`src/ppd_defines.vh`:
```
// Purpose: constants for the parallel port pull-up and direction block
// Assumes: apb byte addresses, 32-bit data, one word per register
// Notes:   offsets are placed by the block's own choice
`ifndef PPD_DEFINES_VH
`define PPD_DEFINES_VH
// ----------------------------------------------------------------
// register offsets (paddr[7:0])
// ----------------------------------------------------------------
`define PPD_OFS_DIR_E      8'h00
`define PPD_OFS_LATCH_E    8'h04
`define PPD_OFS_LEVEL_E    8'h08
`define PPD_OFS_PULL_E     8'h0c
`define PPD_OFS_DIR_D      8'h10
`define PPD_OFS_PULL_D     8'h14
`define PPD_OFS_DIR_F      8'h18
`define PPD_OFS_CTRL       8'h1c
`define PPD_OFS_SEG        8'h20
// ----------------------------------------------------------------
// reset values and fields
// ----------------------------------------------------------------
`define PPD_RST_BYTE       8'h00
`define PPD_DIR_F_RST_M46  8'h80
`define PPD_DIR_F_RST_M7   8'h00
`define PPD_DIR_F_MASK     8'hfd
`define PPD_F_CLK_BIT      7
`define PPD_UNDEF_WORD     32'hdeadbeef
`define PPD_ZERO_WORD      32'h00000000
`define PPD_MODE_7         3'h7
`define PPD_MODE_4         3'h4
`define PPD_MODE_6         3'h6
`define PPD_CTRL_RD_BIT    0
`define PPD_SEG_E_BIT      0
`define PPD_SEG_D_BIT      1
`endif

```
`src/ppd_pin_bit.v`:
```
// Purpose: one pin of a port: readback and pull-up gate
// Assumes: pin levels synchronous to the clock
// Notes:   purely combinational
`timescale 1ns/1ps
`default_nettype none
module ppd_pin_bit
(
  input  wire dir_in,      // 1 output, 0 input
  input  wire latch_in,    // output latch bit
  input  wire pin_in,      // sampled pin level
  input  wire pull_in,     // pull-up control bit
  input  wire gio_in,      // pin works as general i/o
  input  wire pull_ok_in,  // mode/bus/standby allow pull-ups
  input  wire seg_in,      // segment driver selected
  output wire read_out,    // pin-level readback
  output wire pull_out     // pull-up on
);
  // readback picks latch for outputs, pin for inputs
  assign read_out = dir_in ? latch_in : pin_in;
  // pull-up only for an input, enabled bit, no segment use
  assign pull_out = pull_ok_in & gio_in & ~dir_in & pull_in & ~seg_in;
endmodule // ppd_pin_bit
`default_nettype wire

```
`src/ppd_apb_dec.v`:
```
// Purpose: apb access decode for the port register file
// Assumes: zero wait state slave
// Notes:   write strobe lasts the access cycle only
`timescale 1ns/1ps
`default_nettype none
`include "ppd_defines.vh"
module ppd_apb_dec
(
  input  wire       psel_in,
  input  wire       penable_in,
  input  wire       pwrite_in,
  input  wire [7:0] paddr_in,
  output wire       wr_out,
  output wire       rd_out,
  output wire       setup_rd_out,
  output wire [7:0] addr_out
);
  // access strobes
  assign wr_out       = psel_in & penable_in & pwrite_in;
  assign rd_out       = psel_in & penable_in & ~pwrite_in;
  assign setup_rd_out = psel_in & ~penable_in & ~pwrite_in;
  assign addr_out     = paddr_in;
endmodule // ppd_apb_dec
`default_nettype wire

```
`src/ppd_port_top.v`:
```
// Purpose: port e/d pull-up and direction logic, port f direction
// Assumes: apb slave, no wait states, pins synchronous to sys_clk_in
// Notes:   mode, bus width and standby are straps and status inputs
//
// Chosen here: the APB interface to the registers and the address map.
`timescale 1ns/1ps
`default_nettype none
`include "ppd_defines.vh"
module ppd_port_top
#(
  parameter WIDTH = 8
)
(
  // clock and reset
  input  wire             sys_clk_in,
  input  wire             arst_n_in,

  // apb slave side
  input  wire             psel_in,
  input  wire             penable_in,
  input  wire             pwrite_in,
  input  wire [7:0]       paddr_in,
  input  wire [31:0]      pwdata_in,
  output reg  [31:0]      prdata_out,
  output reg              pready_out,
  output reg              pslverr_out,

  // operating mode, bus width and standby straps
  input  wire [2:0]       mode_in,
  input  wire             bus16_in,
  input  wire             hw_standby_in,

  // pin levels and the bus and segment units
  input  wire [WIDTH-1:0] pin_e_in,
  input  wire [WIDTH-1:0] pin_d_in,
  input  wire [WIDTH-1:0] data_bus_out_in,
  input  wire             data_bus_oe_in,
  input  wire [WIDTH-1:0] seg_drive_in,
  input  wire             sys_clock_en_in,

  // registered pin controls
  output reg  [WIDTH-1:0] pin_e_out,
  output reg  [WIDTH-1:0] pin_e_oe_out,
  output reg  [WIDTH-1:0] pull_e_out,
  output reg  [WIDTH-1:0] pull_d_out,
  output reg  [WIDTH-1:0] low_data_byte_lines_out,
  output reg  [WIDTH-1:0] pin_dir_d_out,
  output reg  [7:0]       pin_dir_f_out,
  output reg              clock_out_pin_out,
  output reg              clock_out_oe_out
);
  // ----------------------------------------------------------------
  // bus decode
  // ----------------------------------------------------------------
  wire       wr;
  wire       setup_rd;
  wire [7:0] addr;
  ppd_apb_dec u_dec
  (
    .psel_in      (psel_in),
    .penable_in   (penable_in),
    .pwrite_in    (pwrite_in),
    .paddr_in     (paddr_in),
    .wr_out       (wr),
    .rd_out       (), // read data launches in the setup cycle
    .setup_rd_out (setup_rd),
    .addr_out     (addr)
  );
  // ----------------------------------------------------------------
  // registers
  // ----------------------------------------------------------------
  reg  [WIDTH-1:0] pin_direction_e_reg;
  reg  [WIDTH-1:0] output_latch_e_reg;
  reg  [WIDTH-1:0] pullup_control_e_reg;
  reg  [WIDTH-1:0] pin_direction_d_reg;
  reg  [WIDTH-1:0] pullup_control_d_reg;
  reg  [7:0]       pin_direction_f_reg;
  reg              seg_e_reg;
  reg              seg_d_reg;
  reg              f_init_reg;
  wire             mode7 = (mode_in == `PPD_MODE_7);
  wire             mode46 = (mode_in >= `PPD_MODE_4) &&
                            (mode_in <= `PPD_MODE_6);

  // port f direction: mode strap caught on the first edge after release
  always @(posedge sys_clk_in or negedge arst_n_in)
  begin
    if (!arst_n_in)
    begin
      pin_direction_f_reg <= `PPD_RST_BYTE;
      f_init_reg          <= 1'b0;
    end
    else if (!f_init_reg)
    begin
      f_init_reg          <= 1'b1;
      pin_direction_f_reg <= mode7 ? `PPD_DIR_F_RST_M7
                                   : `PPD_DIR_F_RST_M46;
    end
    else if (wr && addr == `PPD_OFS_DIR_F)
      pin_direction_f_reg <= pwdata_in[7:0] & `PPD_DIR_F_MASK;
  end

  // port e direction, written at the access edge
  always @(posedge sys_clk_in or negedge arst_n_in)
  begin
    if (!arst_n_in)
      pin_direction_e_reg <= `PPD_RST_BYTE;
    else if (wr && addr == `PPD_OFS_DIR_E)
      pin_direction_e_reg <= pwdata_in[WIDTH-1:0];
  end

  // port e output latch
  always @(posedge sys_clk_in or negedge arst_n_in)
  begin
    if (!arst_n_in)
      output_latch_e_reg <= `PPD_RST_BYTE;
    else if (wr && addr == `PPD_OFS_LATCH_E)
      output_latch_e_reg <= pwdata_in[WIDTH-1:0];
  end

  // port e pull-up control
  always @(posedge sys_clk_in or negedge arst_n_in)
  begin
    if (!arst_n_in)
      pullup_control_e_reg <= `PPD_RST_BYTE;
    else if (wr && addr == `PPD_OFS_PULL_E)
      pullup_control_e_reg <= pwdata_in[WIDTH-1:0];
  end

  // port d direction
  always @(posedge sys_clk_in or negedge arst_n_in)
  begin
    if (!arst_n_in)
      pin_direction_d_reg <= `PPD_RST_BYTE;
    else if (wr && addr == `PPD_OFS_DIR_D)
      pin_direction_d_reg <= pwdata_in[WIDTH-1:0];
  end

  // port d pull-up control
  always @(posedge sys_clk_in or negedge arst_n_in)
  begin
    if (!arst_n_in)
      pullup_control_d_reg <= `PPD_RST_BYTE;
    else if (wr && addr == `PPD_OFS_PULL_D)
      pullup_control_d_reg <= pwdata_in[WIDTH-1:0];
  end

  // segment select for both ports
  always @(posedge sys_clk_in or negedge arst_n_in)
  begin
    if (!arst_n_in)
    begin
      seg_e_reg <= 1'b0;
      seg_d_reg <= 1'b0;
    end
    else if (wr && addr == `PPD_OFS_SEG)
    begin
      seg_e_reg <= pwdata_in[`PPD_SEG_E_BIT];
      seg_d_reg <= pwdata_in[`PPD_SEG_D_BIT];
    end
  end

  // pin-level offset has no write decode, so writes are lost
  // ----------------------------------------------------------------
  // per-pin logic
  // ----------------------------------------------------------------
  wire [WIDTH-1:0] level_e;
  wire [WIDTH-1:0] pull_e;
  wire [WIDTH-1:0] pull_d;
  wire             gio_e = mode7 | (mode46 & ~bus16_in);
  // pull-ups blocked in hardware standby; reset clears the outputs
  wire             pull_ok_e = ~hw_standby_in & gio_e;
  wire             pull_ok_d = ~hw_standby_in & mode7;

  // one pin cell per bit for each port
  genvar i;
  generate
    for (i = 0; i < WIDTH; i = i + 1)
    begin : g_bit
      ppd_pin_bit u_e
      (
        .dir_in     (pin_direction_e_reg[i]),
        .latch_in   (output_latch_e_reg[i]),
        .pin_in     (pin_e_in[i]),
        .pull_in    (pullup_control_e_reg[i]),
        .gio_in     (1'b1),
        .pull_ok_in (pull_ok_e),
        .seg_in     (seg_e_reg),
        .read_out   (level_e[i]),
        .pull_out   (pull_e[i])
      );
      ppd_pin_bit u_d
      (
        .dir_in     (pin_direction_d_reg[i]),
        .latch_in   (1'b0),
        .pin_in     (pin_d_in[i]),
        .pull_in    (pullup_control_d_reg[i]),
        .gio_in     (1'b1),
        .pull_ok_in (pull_ok_d),
        .seg_in     (seg_d_reg),
        .read_out   (),
        .pull_out   (pull_d[i])
      );
    end
  endgenerate

  // ----------------------------------------------------------------
  // pin drive, registered
  // ----------------------------------------------------------------

  // pull-up gates; reset holds every pull-up off
  always @(posedge sys_clk_in or negedge arst_n_in)
  begin
    if (!arst_n_in)
    begin
      pull_e_out <= `PPD_RST_BYTE;
      pull_d_out <= `PPD_RST_BYTE;
    end
    else
    begin
      pull_e_out <= pull_e;
      pull_d_out <= pull_d;
    end
  end

  // direction copies for the pad ring
  always @(posedge sys_clk_in or negedge arst_n_in)
  begin
    if (!arst_n_in)
    begin
      pin_dir_d_out <= `PPD_RST_BYTE;
      pin_dir_f_out <= `PPD_RST_BYTE;
    end
    else
    begin
      pin_dir_d_out <= pin_direction_d_reg;
      pin_dir_f_out <= pin_direction_f_reg;
    end
  end

  // low data byte as seen on the pins, for the bus unit
  always @(posedge sys_clk_in or negedge arst_n_in)
  begin
    if (!arst_n_in)
      low_data_byte_lines_out <= `PPD_RST_BYTE;
    else
      low_data_byte_lines_out <= pin_e_in;
  end

  // port e pin owner: segment unit, then bus unit, then the latch
  always @(posedge sys_clk_in or negedge arst_n_in)
  begin
    if (!arst_n_in)
    begin
      pin_e_out    <= `PPD_RST_BYTE;
      pin_e_oe_out <= `PPD_RST_BYTE;
    end
    else if (seg_e_reg)
    begin
      pin_e_out    <= seg_drive_in;
      pin_e_oe_out <= {WIDTH{1'b1}};
    end
    else if (!gio_e)
    begin
      pin_e_out    <= data_bus_out_in;
      pin_e_oe_out <= {WIDTH{data_bus_oe_in}};
    end
    else
    begin
      pin_e_out    <= output_latch_e_reg;
      pin_e_oe_out <= pin_direction_e_reg;
    end
  end

  // clock-out pin: driven only while port f bit 7 selects it
  always @(posedge sys_clk_in or negedge arst_n_in)
  begin
    if (!arst_n_in)
    begin
      clock_out_pin_out <= 1'b0;
      clock_out_oe_out  <= 1'b0;
    end
    else
    begin
      clock_out_oe_out  <= pin_direction_f_reg[`PPD_F_CLK_BIT];
      clock_out_pin_out <= pin_direction_f_reg[`PPD_F_CLK_BIT] &
                           sys_clock_en_in;
    end
  end

  // ----------------------------------------------------------------
  // apb read path, data set up in the setup cycle
  // ----------------------------------------------------------------
  // upper bits read zero; write-only registers give a fixed word
  reg [31:0] rdata_next;
  always @*
  begin
    rdata_next = `PPD_ZERO_WORD;
    case (addr)
      `PPD_OFS_DIR_E:   rdata_next = `PPD_UNDEF_WORD;
      `PPD_OFS_LATCH_E: rdata_next[WIDTH-1:0] = output_latch_e_reg;
      `PPD_OFS_LEVEL_E: rdata_next[WIDTH-1:0] = level_e;
      `PPD_OFS_PULL_E:  rdata_next[WIDTH-1:0] = pullup_control_e_reg;
      `PPD_OFS_DIR_D:   rdata_next = `PPD_UNDEF_WORD;
      `PPD_OFS_PULL_D:  rdata_next[WIDTH-1:0] = pullup_control_d_reg;
      `PPD_OFS_DIR_F:   rdata_next = `PPD_UNDEF_WORD;
      `PPD_OFS_CTRL:    rdata_next[`PPD_CTRL_RD_BIT] = gio_e;
      `PPD_OFS_SEG:
      begin
        rdata_next[`PPD_SEG_E_BIT] = seg_e_reg;
        rdata_next[`PPD_SEG_D_BIT] = seg_d_reg;
      end
      default:          rdata_next = `PPD_ZERO_WORD;
    endcase
  end

  // ready high in the access cycle; unmapped reads return zero
  always @(posedge sys_clk_in or negedge arst_n_in)
  begin
    if (!arst_n_in)
    begin
      prdata_out  <= `PPD_ZERO_WORD;
      pready_out  <= 1'b0;
      pslverr_out <= 1'b0;
    end
    else
    begin
      pready_out  <= psel_in & ~penable_in;
      pslverr_out <= 1'b0;
      if (setup_rd)
        prdata_out <= rdata_next;
    end
  end
endmodule // ppd_port_top
`default_nettype wire

```
`config.mk`:
```
export PLATFORM = sky130hd
export DESIGN_NAME = ppd_port_top
export DESIGN_NICKNAME = d
export VERILOG_FILES = /design/src/ppd_pin_bit.v /design/src/ppd_apb_dec.v /design/src/ppd_port_top.v
export VERILOG_INCLUDE_DIRS = /design/src
export SDC_FILE = /design/constraint.sdc
export NUM_CORES = 1
export LEC_CHECK = 0
export ABC_AREA = 1
export BUFFER_PORTS_ARGS = -buffer_cell sky130_fd_sc_hd__buf_2
export CORE_MARGIN = 3
export CORE_UTILIZATION = 50
export CTS_CLUSTER_SIZE = 25
export DETAILED_ROUTE_END_ITERATION = 8
export PLACE_DENSITY = 0.79
export SYNTH_ARGS = -nofsm -noshare
export SYNTH_HDL_FRONTEND = slang
export SYNTH_HIERARCHICAL = 1
export SYNTH_SLANG_ARGS = --single-unit
```
`constraint.sdc`:
```
create_clock -name sys_clk_in -period 3.62 [get_ports sys_clk_in]
set_input_delay 0.543 -clock sys_clk_in [delete_from_list [all_inputs] [get_ports sys_clk_in]]
set_output_delay 0.543 -clock sys_clk_in [all_outputs]
set_load 0.005 [all_outputs]
```
**Word-level counts from Yosys, hierarchy flattened**

Index checks and enable logic that the tools add are counted.
W data, S select, Z words.

- Register bits after elaboration: 142
- Bits of input ports: 84
- Output and inout bits: 92
- Logic and storage cells: 140

- Magnitude comparators: 2
- Eq/ne operators: 10
- Mux-type cells: 19
- Bitwise logic cells: 79
- Reduce and logical (&&, ||, !) cells: 10

Operator list:

| kind | count |
|---|---|
| $and A1 B1 Y1 | 56 |
| $mux W8 | 7 |
| $eq A8 B5 Y1 const B | 4 |
| $pmux W6 S5 | 1 |
| $mux W24 | 1 |
| $not A1 Y1 | 22 |
| $eq A8 B4 Y1 const B | 2 |
| $eq A8 B3 Y1 const B | 1 |
| $eq A8 B6 Y1 const B | 1 |
| $logic_and A1 B1 Y1 | 8 |
| $logic_not A8 Y1 | 1 |
| $mux W1 | 8 |
| $pmux W1 S7 | 1 |
| $pmux W1 S6 | 1 |
| $eq A3 B3 Y1 const B | 1 |
| $ge A3 B3 Y1 const B | 1 |
| $le A3 B3 Y1 const B | 1 |
| $reduce_or A3 Y1 | 1 |
| $ne A2 B1 Y1 const B | 1 |
| $or A1 B1 Y1 | 1 |

**Longest topological paths before layout**

Gate-level depths: netlist of run 1.

- Depth after elaboration: 8
- Mapped depth: 11

**Modules after synthesis**

Netlist of run 1, hierarchy kept.

By module, submodules not included:

| module | times used | cells an instance | area each (µm²) | seq. area each (µm²) |
|---|---|---|---|---|
| ppd_port_top | 1 | 469 | 4727.0 | 2902.8 |
| ppd_pin_bit | 16 | 8 | 36.3 | 0.0 |
| ppd_apb_dec | 1 | 14 | 82.6 | 0.0 |

**Worst setup path before layout of run 1**

No wires, ideal clock.

- Path type: input to register
- Start point: in psel_in
- End point: reg pullup_control_d_reg[7]
- Library setup time: 0.119 ns
- Data arrival time: 1.658 ns
- Data required time: 3.501 ns
- Path slack: 1.843 ns
- Stages: 7
- Cells stage by stage: nand2_1 > nor2_1 > inv_2 > nor2_4 > buf_6 > nand2_1 > o21a_1

- Cells in the longest elaborated chain, start to end: 3

Ends and longest elaborated chain:

| what | RTL line | RTL |
|---|---|---|
| start: declaration | ppd_port_top.v:19 | `input wire psel_in,` |
| $and A1 B1 Y1 | - |  |
| $and A1 B1 Y1 | ppd_apb_dec.v:19 | `assign wr_out = psel_in & penable_in & pwrite_in;` |
| via wr | ppd_port_top.v:55 | `wire wr;` |
| $logic_and A1 B1 Y1 (no source line) | - |  |
| end signal: assignment | ppd_port_top.v:143 | `` pullup_control_d_reg <= `PPD_RST_BYTE; `` |
| end signal: assignment | ppd_port_top.v:145 | `pullup_control_d_reg <= pwdata_in[WIDTH-1:0];` |
| end: declaration | ppd_port_top.v:76 | `reg [WIDTH-1:0] pullup_control_d_reg;` |

The timed path passes the listed nets, and every way through them passes these cells.
A chain may end at the register's enable or synchronous reset.

**Worst setup path after layout of run 1**

- Start point: in mode_in[2]
- End point: reg pull_e_out[1]

- Cells in the longest elaborated chain, start to end: 8
- Elaborated cells between the ends (all ways): 10
- Those cells by class: order compare: 2; eq/ne: 1; bitwise: 6; reduce/logical: 1

Ends and longest elaborated chain:

| what | RTL line | RTL |
|---|---|---|
| start: declaration | ppd_port_top.v:29 | `input wire [2:0] mode_in,` |
| $ge A3 B3 Y1 (no source line) or $le A3 B3 Y1 (tied branches) | - |  |
| $logic_and A1 B1 Y1 | ppd_port_top.v:82 | `` wire mode46 = (mode_in >= `PPD_MODE_4) && `` |
| $and A1 B1 Y1 | ppd_port_top.v:170 | `wire gio_e = mode7 \| (mode46 & ~bus16_in);` |
| $or A1 B1 Y1 (*) | ppd_port_top.v:170 |  |
| $and A1 B1 Y1 (*) | ppd_port_top.v:172 | `wire pull_ok_e = ~hw_standby_in & gio_e;` |
| via pull_ok_e | ppd_port_top.v:172 |  |
| $and A1 B1 Y1 (*) (3 in a row) | ppd_pin_bit.v:21 | `assign pull_out = pull_ok_in & gio_in & ~dir_in & pull_in & ~seg_in;` |
| via pull_e[1] | ppd_port_top.v:168 | `wire [WIDTH-1:0] pull_e;` |
| end signal: assignment | ppd_port_top.v:216 | `` pull_e_out <= `PPD_RST_BYTE; `` |
| end signal: assignment | ppd_port_top.v:221 | `pull_e_out <= pull_e;` |
| end: declaration | ppd_port_top.v:44 | `output reg [WIDTH-1:0] pull_e_out,` |

The timed path passes the listed nets; every way through them passes the cells marked *.

==> flow_summary.ini, run 1 <==
[routing]
first_pass_iters = 5
vias = 4250
ant_nets = 0
vias_per_cell = 4.92
drc = 0
wl_mm = 12.8
drt_iter0_markers = 315
wl_per_cell_um = 14.9

[finish]
syn2layout_area_growth_pct = 22.1
nNetsFinal = 802
antennaDiodeCount = 0
largest_register = prdata_out
largest_reg_flops = 9
design_area_um2 = 6470
fillers = 828
utilization_pct = 64.4
layout-drive-gt1-share_pct = 34.7

[critical_path]
cp-start-kind = primary input
cp_data_arrival_time_ns = 2.29
worst_ep_required_time_ns = 4.07
cp-end-kind = flop
critPathKind = in2reg
cp_max_fo = 18

[cts]
post_cts_buffers = 0
root_buffer = clkbuf_8
path_clk_slew_ns = 0.06
cts_resized = 0
htreeDepth = 4
hold_buffers = 0
cts_made_buffers = 17
clk_latency_ns = 0.52
cts_sinks = 116
cts_tree = yes
clock_path_buffers = 2

[sta]
grt_setup_unrepaired = no
slew_violations = 0
timing.hold.ws_ns = 0.0886
worstMarginPinSlew_ns = 0.932
period_share_pct = 50.9
fin_tns_setup_ns = 0
fmax_mhz = 542
setup_violations = 0
hold_viol_final = 0
relSlewSlack_pct = 37.6
period_needed_ns = 1.84
finClkSkew_ns = 0.00653

[power]
ir_drop_uv = 283
power.leakage_nw = 3.38
power_mw = 3.15
power.density_nw_per_um2 = 488

[placed_design]
portBuffers = 134
dp_hpwl_mm = 8.79
gp_congestion = 0.875
dpl-instance-area_um2 = 5890

[outcome]
outcome = complete, no violations

[global_route]
grt_use_met2_pct = 35.7
grt_max_degree = 117
globalRoute.totalOverflow = 0
antenna_found_initial = 0
busiest_layer = met2
grt_pass1_wl_mm = 20.1
grt_pass1_vias = 4010
grt_use_total_pct = 22.8
grtUsageMet3_pct = 7.40
use_met1_pct = 29.7

[floorplanning]
start_util_pct = 52.7
rows = 36
die_area_um2 = 11900
fp.dieW_um = 109
ioPinCount = 176
coreArea_um2 = 10000
die_y_um = 109

[synthesis]
syn-cell-area_um2 = 5300
avgSynthCellArea_um2 = 9.04
syn_inst = 586
synth_warnings = 6

[hold_path]
holdCritPathClass = in2async

[flow_run]
maxCapViolCount = 0
worst max-delay path: stages:
cell	delay [ns]
buf_2	0.09
nand3_1	0.13
nand2_1	0.51
inv_2	0.22
nor2_1	0.49
nand3_1	0.18
nor2_2	0.12
stage by stage:
step,std cells,worst slack (ns)
2_1_floorplan,610,1.86
3_3_place_gp,832,1.35
3_5_place_dp,832,1.28
4_1_cts,864,1.77
5_1_grt,864,1.57
6_report,864,1.78
area by class of cell:
class / instances / area, um2 / share of cell area (%)
repair buffers: 135 / 693 / 10.7
multi-input cells: 386 / 1890 / 29.3
well taps: 133 / 166 / 2.57
clock buffers: 18 / 428 / 6.62
flip-flops and latches: 116 / 2900 / 44.9
clock inverters: 14 / 153 / 2.36
inverters: 62 / 233 / 3.60
worst paths after layout:
path | startpoint | end | slack [ns] | depth (start not counted)
max | mode_in[2] | pull_e_out[1] | 1.78 | 7
min in group sys_clk_in | pin_e_in[6] | low_data_byte_lines_out[6] | 0.16 | 1
max reg2reg | seg_e_reg | pin_e_oe_out[3] | 2.14 | 4
min | arst_n_in | prdata_out[30] | 0.09 | 2
max in group asynchronous | arst_n_in | pin_dir_f_out[4] | 3.07 | 2
min reg2reg | pin_direction_f_reg[2] | pin_dir_f_out[2] | 0.39 | 0
cells in the final DEF, fill, tap and decap left out, drive strengths merged:
cell	instances
a31oi	9
nor2	54
buf	135
conb	26
dfrtp	116
o21a	7
inv	63
bufinv	2
a21oi	2
clkinv	7
nand2	190
o31ai	6
clkinvlp	4
o21ai	37
clkbuf	18
nand3	55
routing by layer:
metal / up-vias / routed length [um]
met5: - / 0
met3: 17 / 978
li1: 2050 / -
met2: 164 / 6160
met1: 2019 / 5480
met4: 0 / 210
power breakdown:
part           internal [mW]  switching, mW  total (mW)
sequential              1.33         0.0188        1.34
clock                   1.00          0.617        1.62
combinational         0.0639          0.126       0.190
total                   2.39          0.762        3.15
Note: power is estimated with default switching activity, not from simulation.
==> run 2, diff against run 1 <==
==> constraint.sdc (replaced) <==
create_clock -name sys_clk_in -period 1.8 [get_ports sys_clk_in]
set_input_delay 0.27 -clock sys_clk_in [delete_from_list [all_inputs] [get_ports sys_clk_in]]
set_output_delay 0.27 -clock sys_clk_in [all_outputs]
set_load 0.005 [all_outputs]
==> flow_summary.ini, run 2 (synthesis results as in run 1) <==
[finish]
layout-drive-gt1-share_pct = 34.9
nNetsFinal = 830
syn2layout_area_growth_pct = 27.5
largest_register = prdata_out
final_common_cell = nand2_1
fillers = 790
layout_common_cells = nand2_1, buf_2, dfrtp_1, nand3_1, inv_1
layoutNonFillerInstCount = 892
largest_reg_flops = 9
antennaDiodeCount = 0

[critical_path]
critPathKind = reg2out
reg2reg_from = pin_direction_e_reg[5]
cp-end-kind = output port
r2r_setup_slack_ns = 0.61
path_buf_inv = 1
startpoint = prdata_out[30]
cp_max_fo = 18
worstPathCellList = buf_2
critPathTopFamily = flip-flops
critPathMaxStageDelay_ns = 0.55
slowest_stage = dfrtp_1
cp-start-kind = flop
worst_ep_required_time_ns = 1.53
cp_data_arrival_time_ns = 1.26

[cts]
cts_made_buffers = 17
clock_path_buffers = 2
path_clk_slew_ns = 0.06
post_cts_buffers = 0
hold_buffers = 16
htreeDepth = 4
cts_resized = 0
cts_sinks = 116
clk_latency_ns = 0.52
root_buffer = clkbuf_8
cts_tree = yes

[routing]
vias_per_cell = 4.89
wl_per_cell_um = 14.7
vias = 4366
ant_nets = 0
drt_iter0_markers = 301
drc = 0
first_pass_iters = 5
wl_mm = 13.1

[floorplanning]
fp.dieW_um = 109
rows = 36
die_area_um2 = 11900
coreArea_um2 = 10000
start_util_pct = 52.7
die_y_um = 109
ioPinCount = 176

[sta]
period_share_pct = 85.0
timing.hold.ws_ns = 0.0192
finClkSkew_ns = 0.00676
grt_setup_unrepaired = no
period_needed_ns = 1.53
setup_violations = 0
hold_viol_final = 0
fin_tns_setup_ns = 0
fmax_mhz = 653
slew_violations = 0

[power]
pwr-share-clk_pct = 51.2
ir_drop_uv = 472
pwr-share-comb_pct = 6.7
swShare_pct = 24.7
power.density_nw_per_um2 = 952
p_int_mw = 4.84
power.leakage_nw = 3.52
seqPwrFrac_pct = 42.0
p_sw_mw = 1.59

[outcome]
outcome = complete, no violations

[placed_design]
portBuffers = 134
gp_congestion = 0.893
place_inst = 843
dp_hpwl_mm = 9.39

[flow_run]
maxCapViolCount = 0

[global_route]
antenna_found_initial = 0
grt_max_degree = 47
globalRoute.totalOverflow = 0
busiest_layer = met2
grt_pass1_vias = 4231
use_met1_pct = 29.2
grt_pass1_wl_mm = 20.8
grt_use_total_pct = 23.3
grtUsageMet3_pct = 5.80
grt_use_met2_pct = 39.2

[hold_path]
min-delay-start = data_bus_out_in[1]
holdCritPathClass = in2reg
## run 2: cell count changes in the layout (fill, tap and decap cells not counted), sizes merged
| cell | delta |
|---|---|
| clkinvlp | -1 |
| dlygate4sd3 | +17 |
| clkinv | -2 |
| buf | +11 |
| clkbuf | -1 |
| inv | +4 |
## run 2: through the flow
stage / area [um2] / power, mW / setup slack (ns) / utilization [%]
3_5_place_dp: 5990 / 3.15 / 0.258 / 59.7
4_1_cts: 6740 / 6.47 / 0.242 / 67.1
2_1_floorplan: 5390 / 2.96 / 0.313 / -
3_3_place_gp: 5990 / 3.14 / 0.307 / 59.7
6_report: 6750 / 6.43 / 0.270 / 67.2
5_1_grt: 6750 / 6.66 / 0.160 / 67.2
## run 2: metal layers
layer / share of wire [%] / routed length (um)
met5: 0 / 0
met4: 1.6 / 204
met3: 7.7 / 1010
met2: 49 / 6490
met1: 41 / 5420
## run 2: path summary, 6_finish.rpt
path	endpoint	cells past startpoint
setup / recovery	prdata_out[27]	1
hold / removal	pin_e_out[1]	3
setup reg to reg	prdata_out[5]	9
hold reg to reg	pin_dir_f_out[2]	0
max in group asynchronous	pin_dir_d_out[4]	3
min in group asynchronous	low_data_byte_lines_out[0]	2
## run 2: power groups by stage
stage	combinational (mW)	clock, mW	sequential [mW]
after floorplan	0.212	0	2.75
after global placement	0.395	0	2.75
after detailed placement	0.407	0	2.75
after CTS	0.438	3.33	2.70
after global routing	0.491	3.47	2.71
final	0.434	3.29	2.70
## run 2: layout make-up
| type | instances | area (um2) | share of cell area [%] |
|---|---|---|---|
| clock buffers | 17 | 414 | 6.13 |
| inverters | 62 | 233 | 3.45 |
| flip-flops and latches | 116 | 2900 | 43.0 |
| well taps | 133 | 166 | 2.46 |
| clock inverters | 15 | 173 | 2.56 |
| repair buffers | 163 | 971 | 14.4 |
| multi-input cells | 386 | 1890 | 28.0 |
